$ cat src/rtl/bhcs_regs.vh
/*
 Holds the reset values, region indices and state codes of the local-bus
 hold and chip-select block.
 Assumes it is included by bare name from the block's design file.
*/
`ifndef BHCS_REGS_VH
`define BHCS_REGS_VH

// Region slots in the chip-select tables.
`define BHCS_IDX_UPPER 4'h0
`define BHCS_IDX_LOWER 4'h1
`define BHCS_IDX_GEN0 4'h2

// Upper region default after reset: memory 0FFC00H through 0FFFFFH.
`define BHCS_UPPER_START_RST 20'hFFC00
`define BHCS_UPPER_STOP_RST 20'hFFFFF

// Other regions come out of reset disabled with a null range.
`define BHCS_RANGE_RST 20'h00000

// Hold state machine codes.
`define BHCS_ST_OWN 2'h0
`define BHCS_ST_GRANT 2'h1
`define BHCS_ST_RETURN 2'h2

`endif

$ cat src/rtl/bhcs_top.v
/*
 Local-bus hold arbitration, bus lock output and chip-select decode with
 generic selects that fall back to port one output bits.
 Assumes the bus-cycle engine outside gives a one-cycle start pulse with the
 cycle address and kind, a lock level and an instruction-boundary level, all
 synchronous to i_clk; range programming arrives on a plain config strobe.
*/
// Operation
// - Drive lock output active while the current bus cycle is locked.
// - Never grant hold while the lock output is active.
// - During reset, lock pin becomes an undriven, weakly-high input.
// - Release bus on hold only at instruction boundary outside locked code.
// - While grant acknowledge is high, bus and control outputs float.
// - Direction output follows whether the cycle transmits or receives.
// - Upper select hits memory or I/O in range; resets to top 1K memory.
// - Lower select hits memory only in range; inactive until programmed.
// - Each enabled generic select hits memory or I/O in its range.
// - A generic pin not enabled as select drives its port one bit.
// - Software can read back the actual level on port pins.
// - A cycle ends only on ready unless its region ignores ready.
`include "bhcs_regs.vh"

module bhcs_top #(
    parameter AW = 20
) (
    input wire i_clk,
    input wire i_rstn,
    input wire i_ce,
    input wire i_hold,
    input wire i_instr_boundary,
    input wire i_cyc_lock,
    input wire i_cyc_start,
    input wire [AW-1:0] i_cyc_addr,
    input wire i_cyc_io,
    input wire i_cyc_write,
    input wire i_ready,
    input wire i_lock_pin,
    input wire i_cfg_wr,
    input wire [3:0] i_cfg_idx,
    input wire [AW-1:0] i_cfg_start,
    input wire [AW-1:0] i_cfg_stop,
    input wire i_cfg_en,
    input wire i_cfg_io,
    input wire i_cfg_ign_rdy,
    input wire [7:0] i_port_data,
    input wire [7:0] i_gen_pin_level,
    output wire o_bus_grant_ack,
    output wire o_bus_oe,
    output wire o_lock_n_o,
    output wire o_lock_oe,
    output wire o_lock_pin_level,
    output wire o_buffer_direction_out,
    output wire o_cyc_busy,
    output wire o_cyc_done,
    output wire o_upper_region_select_n,
    output wire o_lower_region_select_n,
    output wire [7:0] o_generic_region_select_n,
    output wire [7:0] o_port_one_readback
);

    localparam NREG = 10;

    ////////////////////////////////////////////////////////////////////////
    // Region programming tables.
    reg [AW-1:0] start_q [0:NREG-1];
    reg [AW-1:0] stop_q [0:NREG-1];
    reg [NREG-1:0] en_q;
    reg [NREG-1:0] io_q;
    reg [NREG-1:0] ign_q;

    // Hold, cycle and output state.
    reg [1:0] st_q;
    reg [1:0] st_d;
    reg cyc_q;
    reg cyc_ign_q;
    reg dir_q;
    reg lock_q;
    reg lock_in_q;
    reg [NREG-1:0] sel_n_q;
    reg [7:0] port_q;
    reg [7:0] readback_q;

    wire [NREG-1:0] hit;
    wire start_ok;
    wire done;
    integer k;

    ////////////////////////////////////////////////////////////////////////
    // Range compare for every region; lower is memory only.
    genvar g;
    generate
        for (g = 0; g < NREG; g = g + 1)
        begin : g_hit
            wire kind_ok;
            if (g == 1)
            begin : g_mem
                assign kind_ok = ~i_cyc_io;
            end
            else
            begin : g_any
                assign kind_ok = (io_q[g] == i_cyc_io);
            end
            assign hit[g] = en_q[g] & kind_ok &
                            (i_cyc_addr >= start_q[g]) &
                            (i_cyc_addr <= stop_q[g]);
        end
    endgenerate

    // Cycles start only while the device owns the bus.
    assign start_ok = i_cyc_start & ~cyc_q & (st_q == `BHCS_ST_OWN);
    // A cycle finishes on ready or when its region ignores ready.
    assign done = cyc_q & (i_ready | cyc_ign_q);

    ////////////////////////////////////////////////////////////////////////
    // Programming writes; upper region defaults to the top 1K of memory.
    always @(posedge i_clk)
    begin
        if (!i_rstn)
        begin
            for (k = 0; k < NREG; k = k + 1)
            begin
                start_q[k] <= `BHCS_RANGE_RST;
                stop_q[k] <= `BHCS_RANGE_RST;
            end
            start_q[0] <= `BHCS_UPPER_START_RST;
            stop_q[0] <= `BHCS_UPPER_STOP_RST;
            en_q <= 10'h001;
            io_q <= 10'h000;
            ign_q <= 10'h000;
        end
        else if (i_ce && i_cfg_wr && (i_cfg_idx < NREG))
        begin
            start_q[i_cfg_idx] <= i_cfg_start;
            stop_q[i_cfg_idx] <= i_cfg_stop;
            en_q[i_cfg_idx] <= i_cfg_en;
            io_q[i_cfg_idx] <= i_cfg_io;
            ign_q[i_cfg_idx] <= i_cfg_ign_rdy;
        end
    end

    ////////////////////////////////////////////////////////////////////////
    // Hold state machine: grant only between unlocked instructions.
    always @*
    begin
        st_d = st_q;
        case (st_q)
            `BHCS_ST_OWN:
            begin
                if (i_hold && !cyc_q && !lock_q && !i_cyc_lock &&
                    i_instr_boundary && !i_cyc_start)
                    st_d = `BHCS_ST_GRANT;
            end
            `BHCS_ST_GRANT:
            begin
                if (!i_hold)
                    st_d = `BHCS_ST_RETURN;
            end
            `BHCS_ST_RETURN:
            begin
                st_d = `BHCS_ST_OWN;
            end
            default:
            begin
                st_d = `BHCS_ST_OWN;
            end
        endcase
    end

    // State, cycle tracking, lock and direction registers.
    always @(posedge i_clk)
    begin
        if (!i_rstn)
        begin
            st_q <= `BHCS_ST_OWN;
            cyc_q <= 1'b0;
            cyc_ign_q <= 1'b0;
            dir_q <= 1'b0;
            lock_q <= 1'b0;
            lock_in_q <= 1'b1;
        end
        else if (i_ce)
        begin
            st_q <= st_d;
            lock_in_q <= i_lock_pin;
            // Lock follows the locked sequence, not while granted away.
            lock_q <= i_cyc_lock & (st_d == `BHCS_ST_OWN);
            if (start_ok)
            begin
                cyc_q <= 1'b1;
                cyc_ign_q <= |(hit & ign_q);
                dir_q <= i_cyc_write;
            end
            else if (done)
            begin
                cyc_q <= 1'b0;
                cyc_ign_q <= 1'b0;
            end
        end
    end

    ////////////////////////////////////////////////////////////////////////
    // Select outputs held high in reset and grant; port bits high in reset only.
    always @(posedge i_clk)
    begin
        if (!i_rstn)
        begin
            sel_n_q <= 10'h3FF;
            port_q <= 8'hFF;
            readback_q <= 8'h00;
        end
        else if (i_ce)
        begin
            port_q <= i_port_data;
            readback_q <= i_gen_pin_level;
            if (st_d != `BHCS_ST_OWN)
                sel_n_q <= 10'h3FF;
            else if (start_ok)
                sel_n_q <= ~hit;
            else if (done)
                sel_n_q <= 10'h3FF;
        end
    end

    ////////////////////////////////////////////////////////////////////////
    // Pin drive: lock floats in reset and grant so the pull-up holds it.
    assign o_lock_oe = i_rstn & (st_q == `BHCS_ST_OWN);
    assign o_lock_n_o = ~lock_q;
    assign o_lock_pin_level = lock_in_q;
    assign o_bus_grant_ack = (st_q == `BHCS_ST_GRANT);
    // Bus and control drive only after acknowledge has dropped.
    assign o_bus_oe = i_rstn & (st_q == `BHCS_ST_OWN);
    assign o_buffer_direction_out = dir_q;
    assign o_cyc_busy = cyc_q;
    assign o_cyc_done = done;
    assign o_upper_region_select_n = sel_n_q[0];
    assign o_lower_region_select_n = sel_n_q[1];

    // Generic pins carry a select when enabled, else the port bit.
    generate
        for (g = 0; g < 8; g = g + 1)
        begin : g_pin
            assign o_generic_region_select_n[g] = en_q[g+2] ?
                sel_n_q[g+2] : port_q[g];
        end
    endgenerate
    assign o_port_one_readback = readback_q;

endmodule

$ cat config.mk
export PLATFORM = sky130hd
export DESIGN_NAME = bhcs_top
export DESIGN_NICKNAME = d
export VERILOG_FILES = /design/src/rtl/bhcs_top.v
export VERILOG_INCLUDE_DIRS = /design/src /design/src/rtl
export SDC_FILE = /design/constraint.sdc
export NUM_CORES = 1
export LEC_CHECK = 0
export BUFFER_PORTS_ARGS = -buffer_cell sky130_fd_sc_hd__buf_2
export CORE_MARGIN = 3
export CORE_UTILIZATION = 50
export DETAILED_ROUTE_END_ITERATION = 10
export PLACE_DENSITY = 0.67
export SLEW_MARGIN = 20
export SYNTH_ARGS = -nofsm -noshare
export SYNTH_HDL_FRONTEND = slang
export SYNTH_SLANG_ARGS = --single-unit
$ cat constraint.sdc
create_clock -name i_clk -period 5 [get_ports i_clk]
set_input_delay 0.25 -clock i_clk [delete_from_list [all_inputs] [get_ports i_clk]]
set_output_delay 0.25 -clock i_clk [all_outputs]
set_load 0.05 [all_outputs]
# Word-level counts from Yosys, hierarchy flattened
# Memories as Yosys holds them, arrays and structs flattened.
# Cells that the tools add are included.
# totals
ramBits	400
in_bits	95
wordCells	147
memories	2
ff_bits	63
# memory_table
name	depth	width	rd	rd_ports_with_merged_regs	wr	line_no	text
start_q	10	20	10	0	10	bhcs_top.v:65	reg [AW-1:0] start_q [0:NREG-1];
stop_q	10	20	10	0	10	bhcs_top.v:66	reg [AW-1:0] stop_q [0:NREG-1];
# op_classes
n_lt_le_gt_ge	23
n_reduce_logical	23
bitwise_logic	43
eq_ne	10
mux	34
# op_table
cell	count
$ge 20x20->1	10
$le 20x20->1	10
$mux 20	4
$reduce_or 20->1	2
$and 1x1->1	35
$bwmux 10	3
$mux 10	3
$mux 1	18
$and 10x10->10	1
$not 10->10	1
$reduce_or 10->1	1
$eq 1x1->1	9
$logic_and 1x1->1	8
$mux 4	2
$reduce_and 2->1	3
$lt 4x5->1 const B	1
$demux 1 s4	1
$ge 4x1->1 const B	1
$logic_not 1->1	4
$logic_not 2->1	2
$lt 4x4->1 const B	1
$mux 2	2
$pmux 2 s2	1
$reduce_bool 2->1	2
4 further kinds	8

# Longest topological paths before layout
# Gate-level depths: netlist (run 1).
# logic_depth
word_depth	11
depth_mapped	10
depth_no_buf	10

# Worst setup path before layout (run 1)
# Ideal clock, no wire load.
# synth_path
path_type	input port to flip-flop
from	input i_cfg_idx[1]
to	memory start_q[3][0] (enable)
setup_slack_ps	742
stages	5
n_path_buf	2
arrival_ps	3765
cell_sequence	buf_2 > o21ai_0 > nand3_1 > clkbuf_1 > o21ai_0
# synth_rtl
item	line_no	text
start: declaration	bhcs_top.v:39	input wire [3:0] i_cfg_idx,
end: declaration	bhcs_top.v:65	

==> key figures, run 1 <==
Setup path
  • FF-to-FF Start: start_q[6][9]
  • Cell type of the slowest stage on the worst timing path: a2111oi_1
  • Number of cells on the worst reg-to-reg path: 10
  • Worst Path Arrival: 3.54 ns
  • Reg-to-Reg End: cyc_ign_q
  • CP delay by family, top: compound AO/OA/AOI/OAI gates
  • Cell-by-cell trace of the critical path: inv_1 > ha_1 > a21oi_1 > o21ai_0 > a211o_1 > a2111oi_1 > a2111oi_0 > a41oi_1 > o2111a_1 > a31oi_1
  • Startpoint types: register
  • Data required time of the critical path: 5.46 ns
  • Crit end category: register
  • Worst Path Buf+Inv: 1
  • R2R Setup Slk: 1.92 ns
  • Max FO, Critical Path: 2
  • Worst Setup Path Type: register to register
  • Worst stage delay on the critical path: 0.85 ns

STA
  • Unrepaired setup endpoints after global routing: false
  • Final setup vio count: 0
  • Final Critical Period: 3.076 ns
  • FMAX: 325.1 MHz
  • Final hold violation count: 0
  • Slew at the pin closest to its max-slew limit: 1.001 ns
  • Count of final max-slew check failures: 0
  • Relative slew slack: 33.01%
  • Largest clock skew in the final design: 0.009279 ns
  • Part of the cycle the worst path needs: 61.52%
  • Aggregate negative setup slack: 0 ns

Clock network
  • Post-CTS sizing: 0
  • Buffers inserted during post-CTS setup optimization: 0
  • CTS root buf: clkbuf_16
  • Clock sink count: 462
  • Clock insertion delay at the later pin of the skew report: 0.59 ns
  • CTS H-tree depth: 2
  • Clock tree from TritonCTS: done
  • Number of buffers created by CTS: 51
  • Maximum count of clock buffers along a single path: 3
  • CTS clock-pin slew for the worst setup and hold paths: 0.06 ns

Die
  • Count of standard-cell rows: 83
  • Boundary pin count: 121
  • Core box area: 51,820 µm²
  • Die span in y: 235.9 µm
  • Total die area: 55,660 µm²
  • Initial standard-cell utilization of the core: 51.00%
  • Horizontal die dimension: 235.9 µm

GRT
  • GRT Total Usage: 26.74%
  • Largest net degree at the start of global routing: 84
  • Global-route wire length before repair: 114,100 µm
  • Vias in the first global route: 19,723
  • Number of antenna violations at the first check in global routing: 0
  • Overflow after GRT: 0

Logic synthesis
  • Share of async-settable or async-resettable flops after synthesis: 0%
  • Leading cell types by total area after synthesis: edfxtp_1, ha_1, dfxtp_1
  • Mean cell area of the mapped netlist: 10.08 µm²
  • Part of the Yosys area used for sequential elements: 48.63%
  • Leading register cell type out of synthesis: edfxtp_1
  • Number of enable flip-flop cells after synthesis: 360
  • Syn. warnings: 0
  • Library cell with the highest instance count after synthesis: inv_1
  • Total standard cell area after synthesis: 26,430 µm²
  • Gate count after technology mapping: 2,623
  • Cell type with the largest total area after synthesis: edfxtp_1
  • Portion of synthesized cell area occupied by the leading cell type: 40.90%
  • Most numerous cell types in the synthesized netlist: inv_1, ha_1, nor2_1, edfxtp_1, nand2_1
  • Net Count, Synth: 3,118
  • Yosys reg bits: 462
  • Count of cell types in the netlist: 69

Status
  • Result of the run: finished clean

Power
  • Overall power consumption: 9196 µW
  • Power density of the placed cells: 307.5 nW/µm²
  • Maximum vdd ir drop: 213.4 µV
  • Total leakage power: 0.01376 µW

Routing
  • Iter 0 DRT Violations: 1,662
  • Vias per inst: 5.660
  • Total length of routed wires: 75,710 µm
  • Detail Route Antenna Nets: 0
  • Drt first pass iters: 5
  • Average wire per standard cell: 21.51 µm
  • Final routed DRC violation total: 0
  • Via count: 19,918

Place
  • Half-perimeter wire length after detailed placement: 51,760 µm
  • Routability congestion estimate from global placement: 0.9120
  • Number of buffer cells added on primary ports: 120

Min path
  • Hold Crit Class: input port to register
  • Critical hold path startpoint: i_cfg_stop[5]
  • Endpoint of the worst hold path: stop_q[4][5]
  • Number of cells on the worst hold path: 2

Layout
  • Area taken by flip-flops and latches: 12,850 µm²
  • Fin nets: 3,294
  • Relative area change from synthesis to final layout: 13.16%
  • Number of antenna diodes: 0
  • Area taken by multi-input logic gates: 11,780 µm²
  • Number of filler instances in the final layout: 4,388
  • Share of final-layout standard cells stronger than drive strength 1: 9.334%

Flow run
  • Max-cap violations: 0
-- layout make-up --
class                      count  area share (%)
clock inverter                29          0.6861
timing repair buffer         191           4.083
inverter                     432           5.422
multi-input combinational   1661           39.39
clock buffer                  64           4.606
tap                          680           2.845
sequential                   462           42.97
-- cell families after synthesis --
logic type,Yosys count,synth area share (%)
buffers and inverters,500,7.158
multiplexers,36,1.406
adder cells (fa/ha/maj),400,18.94
AO/OA/AOI/OAI,409,9.946
flip-flops,462,48.63
XOR/XNOR,9,0.2983
AND/OR/NAND/NOR,807,13.63
-- routing by layer --
metal	wire length (µm)	vias up	share of wire [%]	global-route usage, %
met3	5429	138	7.2	4.361
met1	31470	9627	42	34.63
met4	3042	0	4.0	10.47
met5	0	-	0	0
met2	35770	700	47	44.96
li1	-	9453	-	-
-- worst max-delay path by stage --
stage | startpoint | end | slack (ns) | cells past startpoint
2_1_floorplan | i_cfg_idx[1] | start_q[3][0] | 0.74 | 5
3_3_place_gp | i_cyc_addr[1] | cyc_ign_q | 1.53 | 10
3_5_place_dp | i_cyc_addr[1] | cyc_ign_q | 1.43 | 10
4_1_cts | start_q[6][9] | cyc_ign_q | 1.82 | 10
5_1_grt | start_q[6][0] | cyc_ign_q | 1.87 | 9
6_report | start_q[6][9] | cyc_ign_q | 1.92 | 10
-- worst register-to-register path, cell delays in order (launching register included) --
cell	delay, ns
edfxtp_1	0.37
inv_1	0.07
ha_1	0.23
a21oi_1	0.17
o21ai_0	0.18
a211o_1	0.34
a2111oi_1	0.85
a2111oi_0	0.18
a41oi_1	0.27
o2111a_1	0.21
a31oi_1	0.08
-- cell usage in the layout (no fill, tap or decap), types with 22 or more instances in the layout --
master and n:
buf_2 120, nand3_1 32, inv_1 431, mux2i_1 27
nand2_1 196, nand4_1 54, dfxtp_1 102, nor2b_1 25
o211ai_1 43, buf_4 36, o21ai_0 62, edfxtp_1 360
clkbuf_16 53, a21o_1 42, a21oi_1 157, a211oi_1 22
and2_1 50, ha_1 400, nor2_1 375, dlygate4sd3_1 35
-- stage by stage --
stage,util (%),hold WS [ns],cell area (µm²),cells,setup slack [ns]
after CTS,57.69,0.0008377,29900,3519,1.824
after detailed placement,53.96,0.4581,27960,3391,1.433
final,57.72,0.01986,29910,3519,1.924
after global placement,53.94,0.4530,27950,3391,1.525
after global routing,57.72,0.02889,29910,3519,1.874
after floorplan,-,0.3781,26430,2623,0.7415
-- flip-flops by register name, indices dropped and copies added, names as in the netlist --
name                    flops
o_port_one_readback         8
o_cyc_busy                  1
st_q                        2
port_q                      8
ign_q                      10
cyc_ign_q                   1
lock_q                      1
io_q                        9
stop_q                    200
o_buffer_direction_out      1
start_q                   200
sel_n_q                    10
o_lock_pin_level            1
en_q                       10
-- report_power, final --
part	total, µW	internal (µW)	leakage [µW]	switching [µW]
sequential	4360	4310	0.00426	54.3
clock	3650	2090	0.000780	1560
combinational	1180	415	0.00872	766
total	9200	6820	0.0138	2380
-- timing repair --
item | 4_1_cts | 5_1_grt
hold buffers | 35 | 0
setup endpoints to repair | 0 | 0
hold endpoints to repair | 57 | 0
No activity file was read; power rests on OpenSTA's default activity.
==> run 2: changes to the inputs <==
PLACE_DENSITY = 0.7   (was 0.67)
clock period = 2.51 ns   (was 5 ns; I/O delays follow)
==> run 2 against run 1 <==
  * The run now ends with negative setup slack left
  * Global-route usage is 0.14 points higher
  * Final cell count is 4.8% higher
  * Sequential share of layout area decreased by 2.5 points
  * Combinational power up 130%
  * Clock power is 100% higher
  * Via count rose by 4.1%
==> key figures, run 2 (synthesis gave the netlist of run 1 again) <==
Status
  • Result of the run: finished with violations
  • Failing checks: negative setup slack

GRT
  • Vias in the first global route: 21,051 (+6.7%)
  • Global-route wire length before repair: 115,500 µm (+1.3%)
  • Overflow after GRT: 0 (unchanged)
  • GRT Total Usage: 26.88% (+0.14 points)
  • Number of antenna violations at the first check in global routing: 0 (unchanged)
  • Largest net degree at the start of global routing: 84 (unchanged)

STA
  • Largest clock skew in the final design: 0.02036 ns (+0.01109 ns)
  • Count of final max-slew check failures: 0 (unchanged)
  • Setup slack of the critical path after layout: -0.003496 ns (-1.928 ns)
  • Final setup vio count: 1 (+1)
  • Final hold violation count: 0 (unchanged)
  • Final Critical Period: 2.513 ns (-0.5624 ns)
  • Aggregate negative setup slack: -0.003496 ns (-0.003496 ns)
  • Relative slew slack: 38.47% (+5.5 points)
  • Part of the cycle the worst path needs: 100.1% (+39 points)
  • Unrepaired setup endpoints after global routing: true
  • FMAX: 397.9 MHz (+22%)
  • Slew at the pin closest to its max-slew limit: 0.9230 ns (-0.07808 ns)

Routing
  • Iter 0 DRT Violations: 1,554 (-6.5%)
  • WL met2: 37,330 µm (+4.4%)
  • Final routed DRC violation total: 0 (unchanged)
  • Detail Route Antenna Nets: 0 (unchanged)
  • Via count: 20,743 (+4.1%)
  • Total length of routed wires: 76,240 µm (+0.70%)
  • Uppermost signal routing layer after detailed routing: met4
  • Drt first pass iters: 5 (unchanged)
  • Average wire per standard cell: 20.67 µm (-3.9%)
  • Metal3 WL: 5162 µm (-4.9%)
  • Vias per inst: 5.624 (-0.63%)
  • Length of routed wiring on met1: 30,620 µm (-2.7%)

Layout
  • Largest registers ranked by flip-flop count: start_q: 200 flops, stop_q: 200 flops
  • Non-filler cells in the finished layout: 3,688 (+4.8%)
  • Commonest non-fill, non-tap cell in the layout: inv_1
  • Commonest cells after routing, fill and taps aside: inv_1, ha_1, nor2_1, edfxtp_1, nand2_1
  • Share of final-layout standard cells stronger than drive strength 1: 15.36% (+6.0 points)
  • Fin nets: 3,460 (+5.0%)
  • Fin util: 61.29% (+3.6 points)
  • Number of antenna diodes: 0 (unchanged)
  • Relative area change from synthesis to final layout: 20.17%

Setup path
  • Max FO, Critical Path: 2 (unchanged)
  • FF-to-FF Start: start_q[6][1]
  • Worst Setup Path Type: register to register
  • Startpoint types: register
  • Number of cells on the worst reg-to-reg path: 12 (+2)
  • Crit end category: register
  • Data required time of the critical path: 2.99 ns (-2.47 ns)
  • Worst Path Arrival: 3.00 ns (-0.54 ns)
  • R2R Setup Slk: -0.003 ns (-1.93 ns)
  • Reg-to-Reg End: cyc_ign_q

Power
  • Maximum vdd ir drop: 484.9 µV (+130%)
  • Total leakage power: 0.01465 µW (+6.5%)
  • Power density of the placed cells: 592.2 nW/µm² (+93%)

Die
  • Horizontal die dimension: 235.9 µm (unchanged)
  • Boundary pin count: 121 (unchanged)
  • Count of standard-cell rows: 83 (unchanged)
  • Initial standard-cell utilization of the core: 51.00% (unchanged)
  • Total die area: 55,660 µm² (unchanged)
  • Core box area: 51,820 µm² (unchanged)
  • Die span in y: 235.9 µm (unchanged)

Clock network
  • Clock insertion delay at the later pin of the skew report: 0.61 ns (+0.02 ns)
  • Clock tree from TritonCTS: done
  • CTS H-tree depth: 2 (unchanged)
  • Number of buffers created by CTS: 51 (unchanged)
  • CTS root buf: clkbuf_16
  • Clock sink count: 462 (unchanged)
  • Maximum count of clock buffers along a single path: 3 (unchanged)
  • CTS clock-pin slew for the worst setup and hold paths: 0.06 ns (about the same)

Place
  • Half-perimeter wire length after detailed placement: 55,180 µm (+6.6%)
  • Number of buffer cells added on primary ports: 120 (unchanged)
  • Pre-CTS setup slack: -0.5770 ns (-2.009 ns)
  • Cell Count Post-Placement: 3,539 (+4.4%)
  • Routability congestion estimate from global placement: 0.9505 (+4.2%)

Min path
  • Number of cells on the worst hold path: 4 (+2)
  • Hold Crit Class: input port to register
  • Endpoint of the worst hold path: lock_q
  • Critical hold path startpoint: i_ce

Flow run
  • Max-cap violations: 0 (unchanged)
## run 2: cell types whose count changed in the layout (fill, tap and decap cells not counted), sizes merged
cell	change
buf	+151
dlygate4sd3	+15
clkbuf	+5
clkinv	-3
inv	+1
## run 2: metal layers
layer,track usage [%],up-vias
met4,11.30,0
met1,33.56,10086
met2,46.65,715
met5,0,-
li1,-,9774
met3,3.870,168
## run 2: area by class of cell
class | count | area, µm²
clock buffer | 69 | 1436
clock inverter | 27 | 211.5
fill | 4147 | 20060
inverter | 432 | 1622
multi-input combinational | 1661 | 12080
sequential | 462 | 12860
tap | 680 | 850.8
timing repair buffer | 357 | 2705
## run 2: worst max-delay path: stages, from the launching register on
cell	delay (ns)
edfxtp_1	0.38
inv_1	0.07
ha_1	0.22
o21ai_1	0.13
buf_4	0.12
o21ai_1	0.10
a211o_1	0.32
a2111oi_4	0.31
buf_4	0.21
a2111oi_4	0.06
a41oi_2	0.19
o2111a_1	0.20
a31oi_1	0.08
## run 2: repair_timing
item / in CTS / in global routing
pin swaps: 17 / 22
endpoints found under the setup margin: 4 / 10
endpoints found under the hold margin: 101 / 0
buffers inserted: 3 / 1
resized for setup: 39 / 31
hold buffers: 50 / 0
## run 2: power by group
group | total, µW | switching, µW | internal [µW] | leakage [µW]
sequential | 8690 | 106 | 8580 | 0.00425
clock | 7390 | 3080 | 4310 | 0.000808
combinational | 2730 | 1640 | 1090 | 0.00959
## run 2: stage by stage
step                hold WS [ns]  area [µm²]  power (µW)
finish                   0.05624       31760       18810
global route             0.07914       31760       19490
global placement          0.3446       29260       11250
detailed placement        0.3510       29260       11400
CTS                      0.01353       31600       18840
floorplan                 0.2536       26440       10230
## run 2: worst max path at each step
stage / start / to
finish: start_q[6][1] / cyc_ign_q
global route: start_q[7][9] / cyc_ign_q
CTS: start_q[7][9] / cyc_ign_q
detailed placement: i_cyc_addr[9] / sel_n_q[5]
global placement: i_cyc_addr[9] / sel_n_q[5]
floorplan: i_cfg_idx[1] / start_q[2][0]
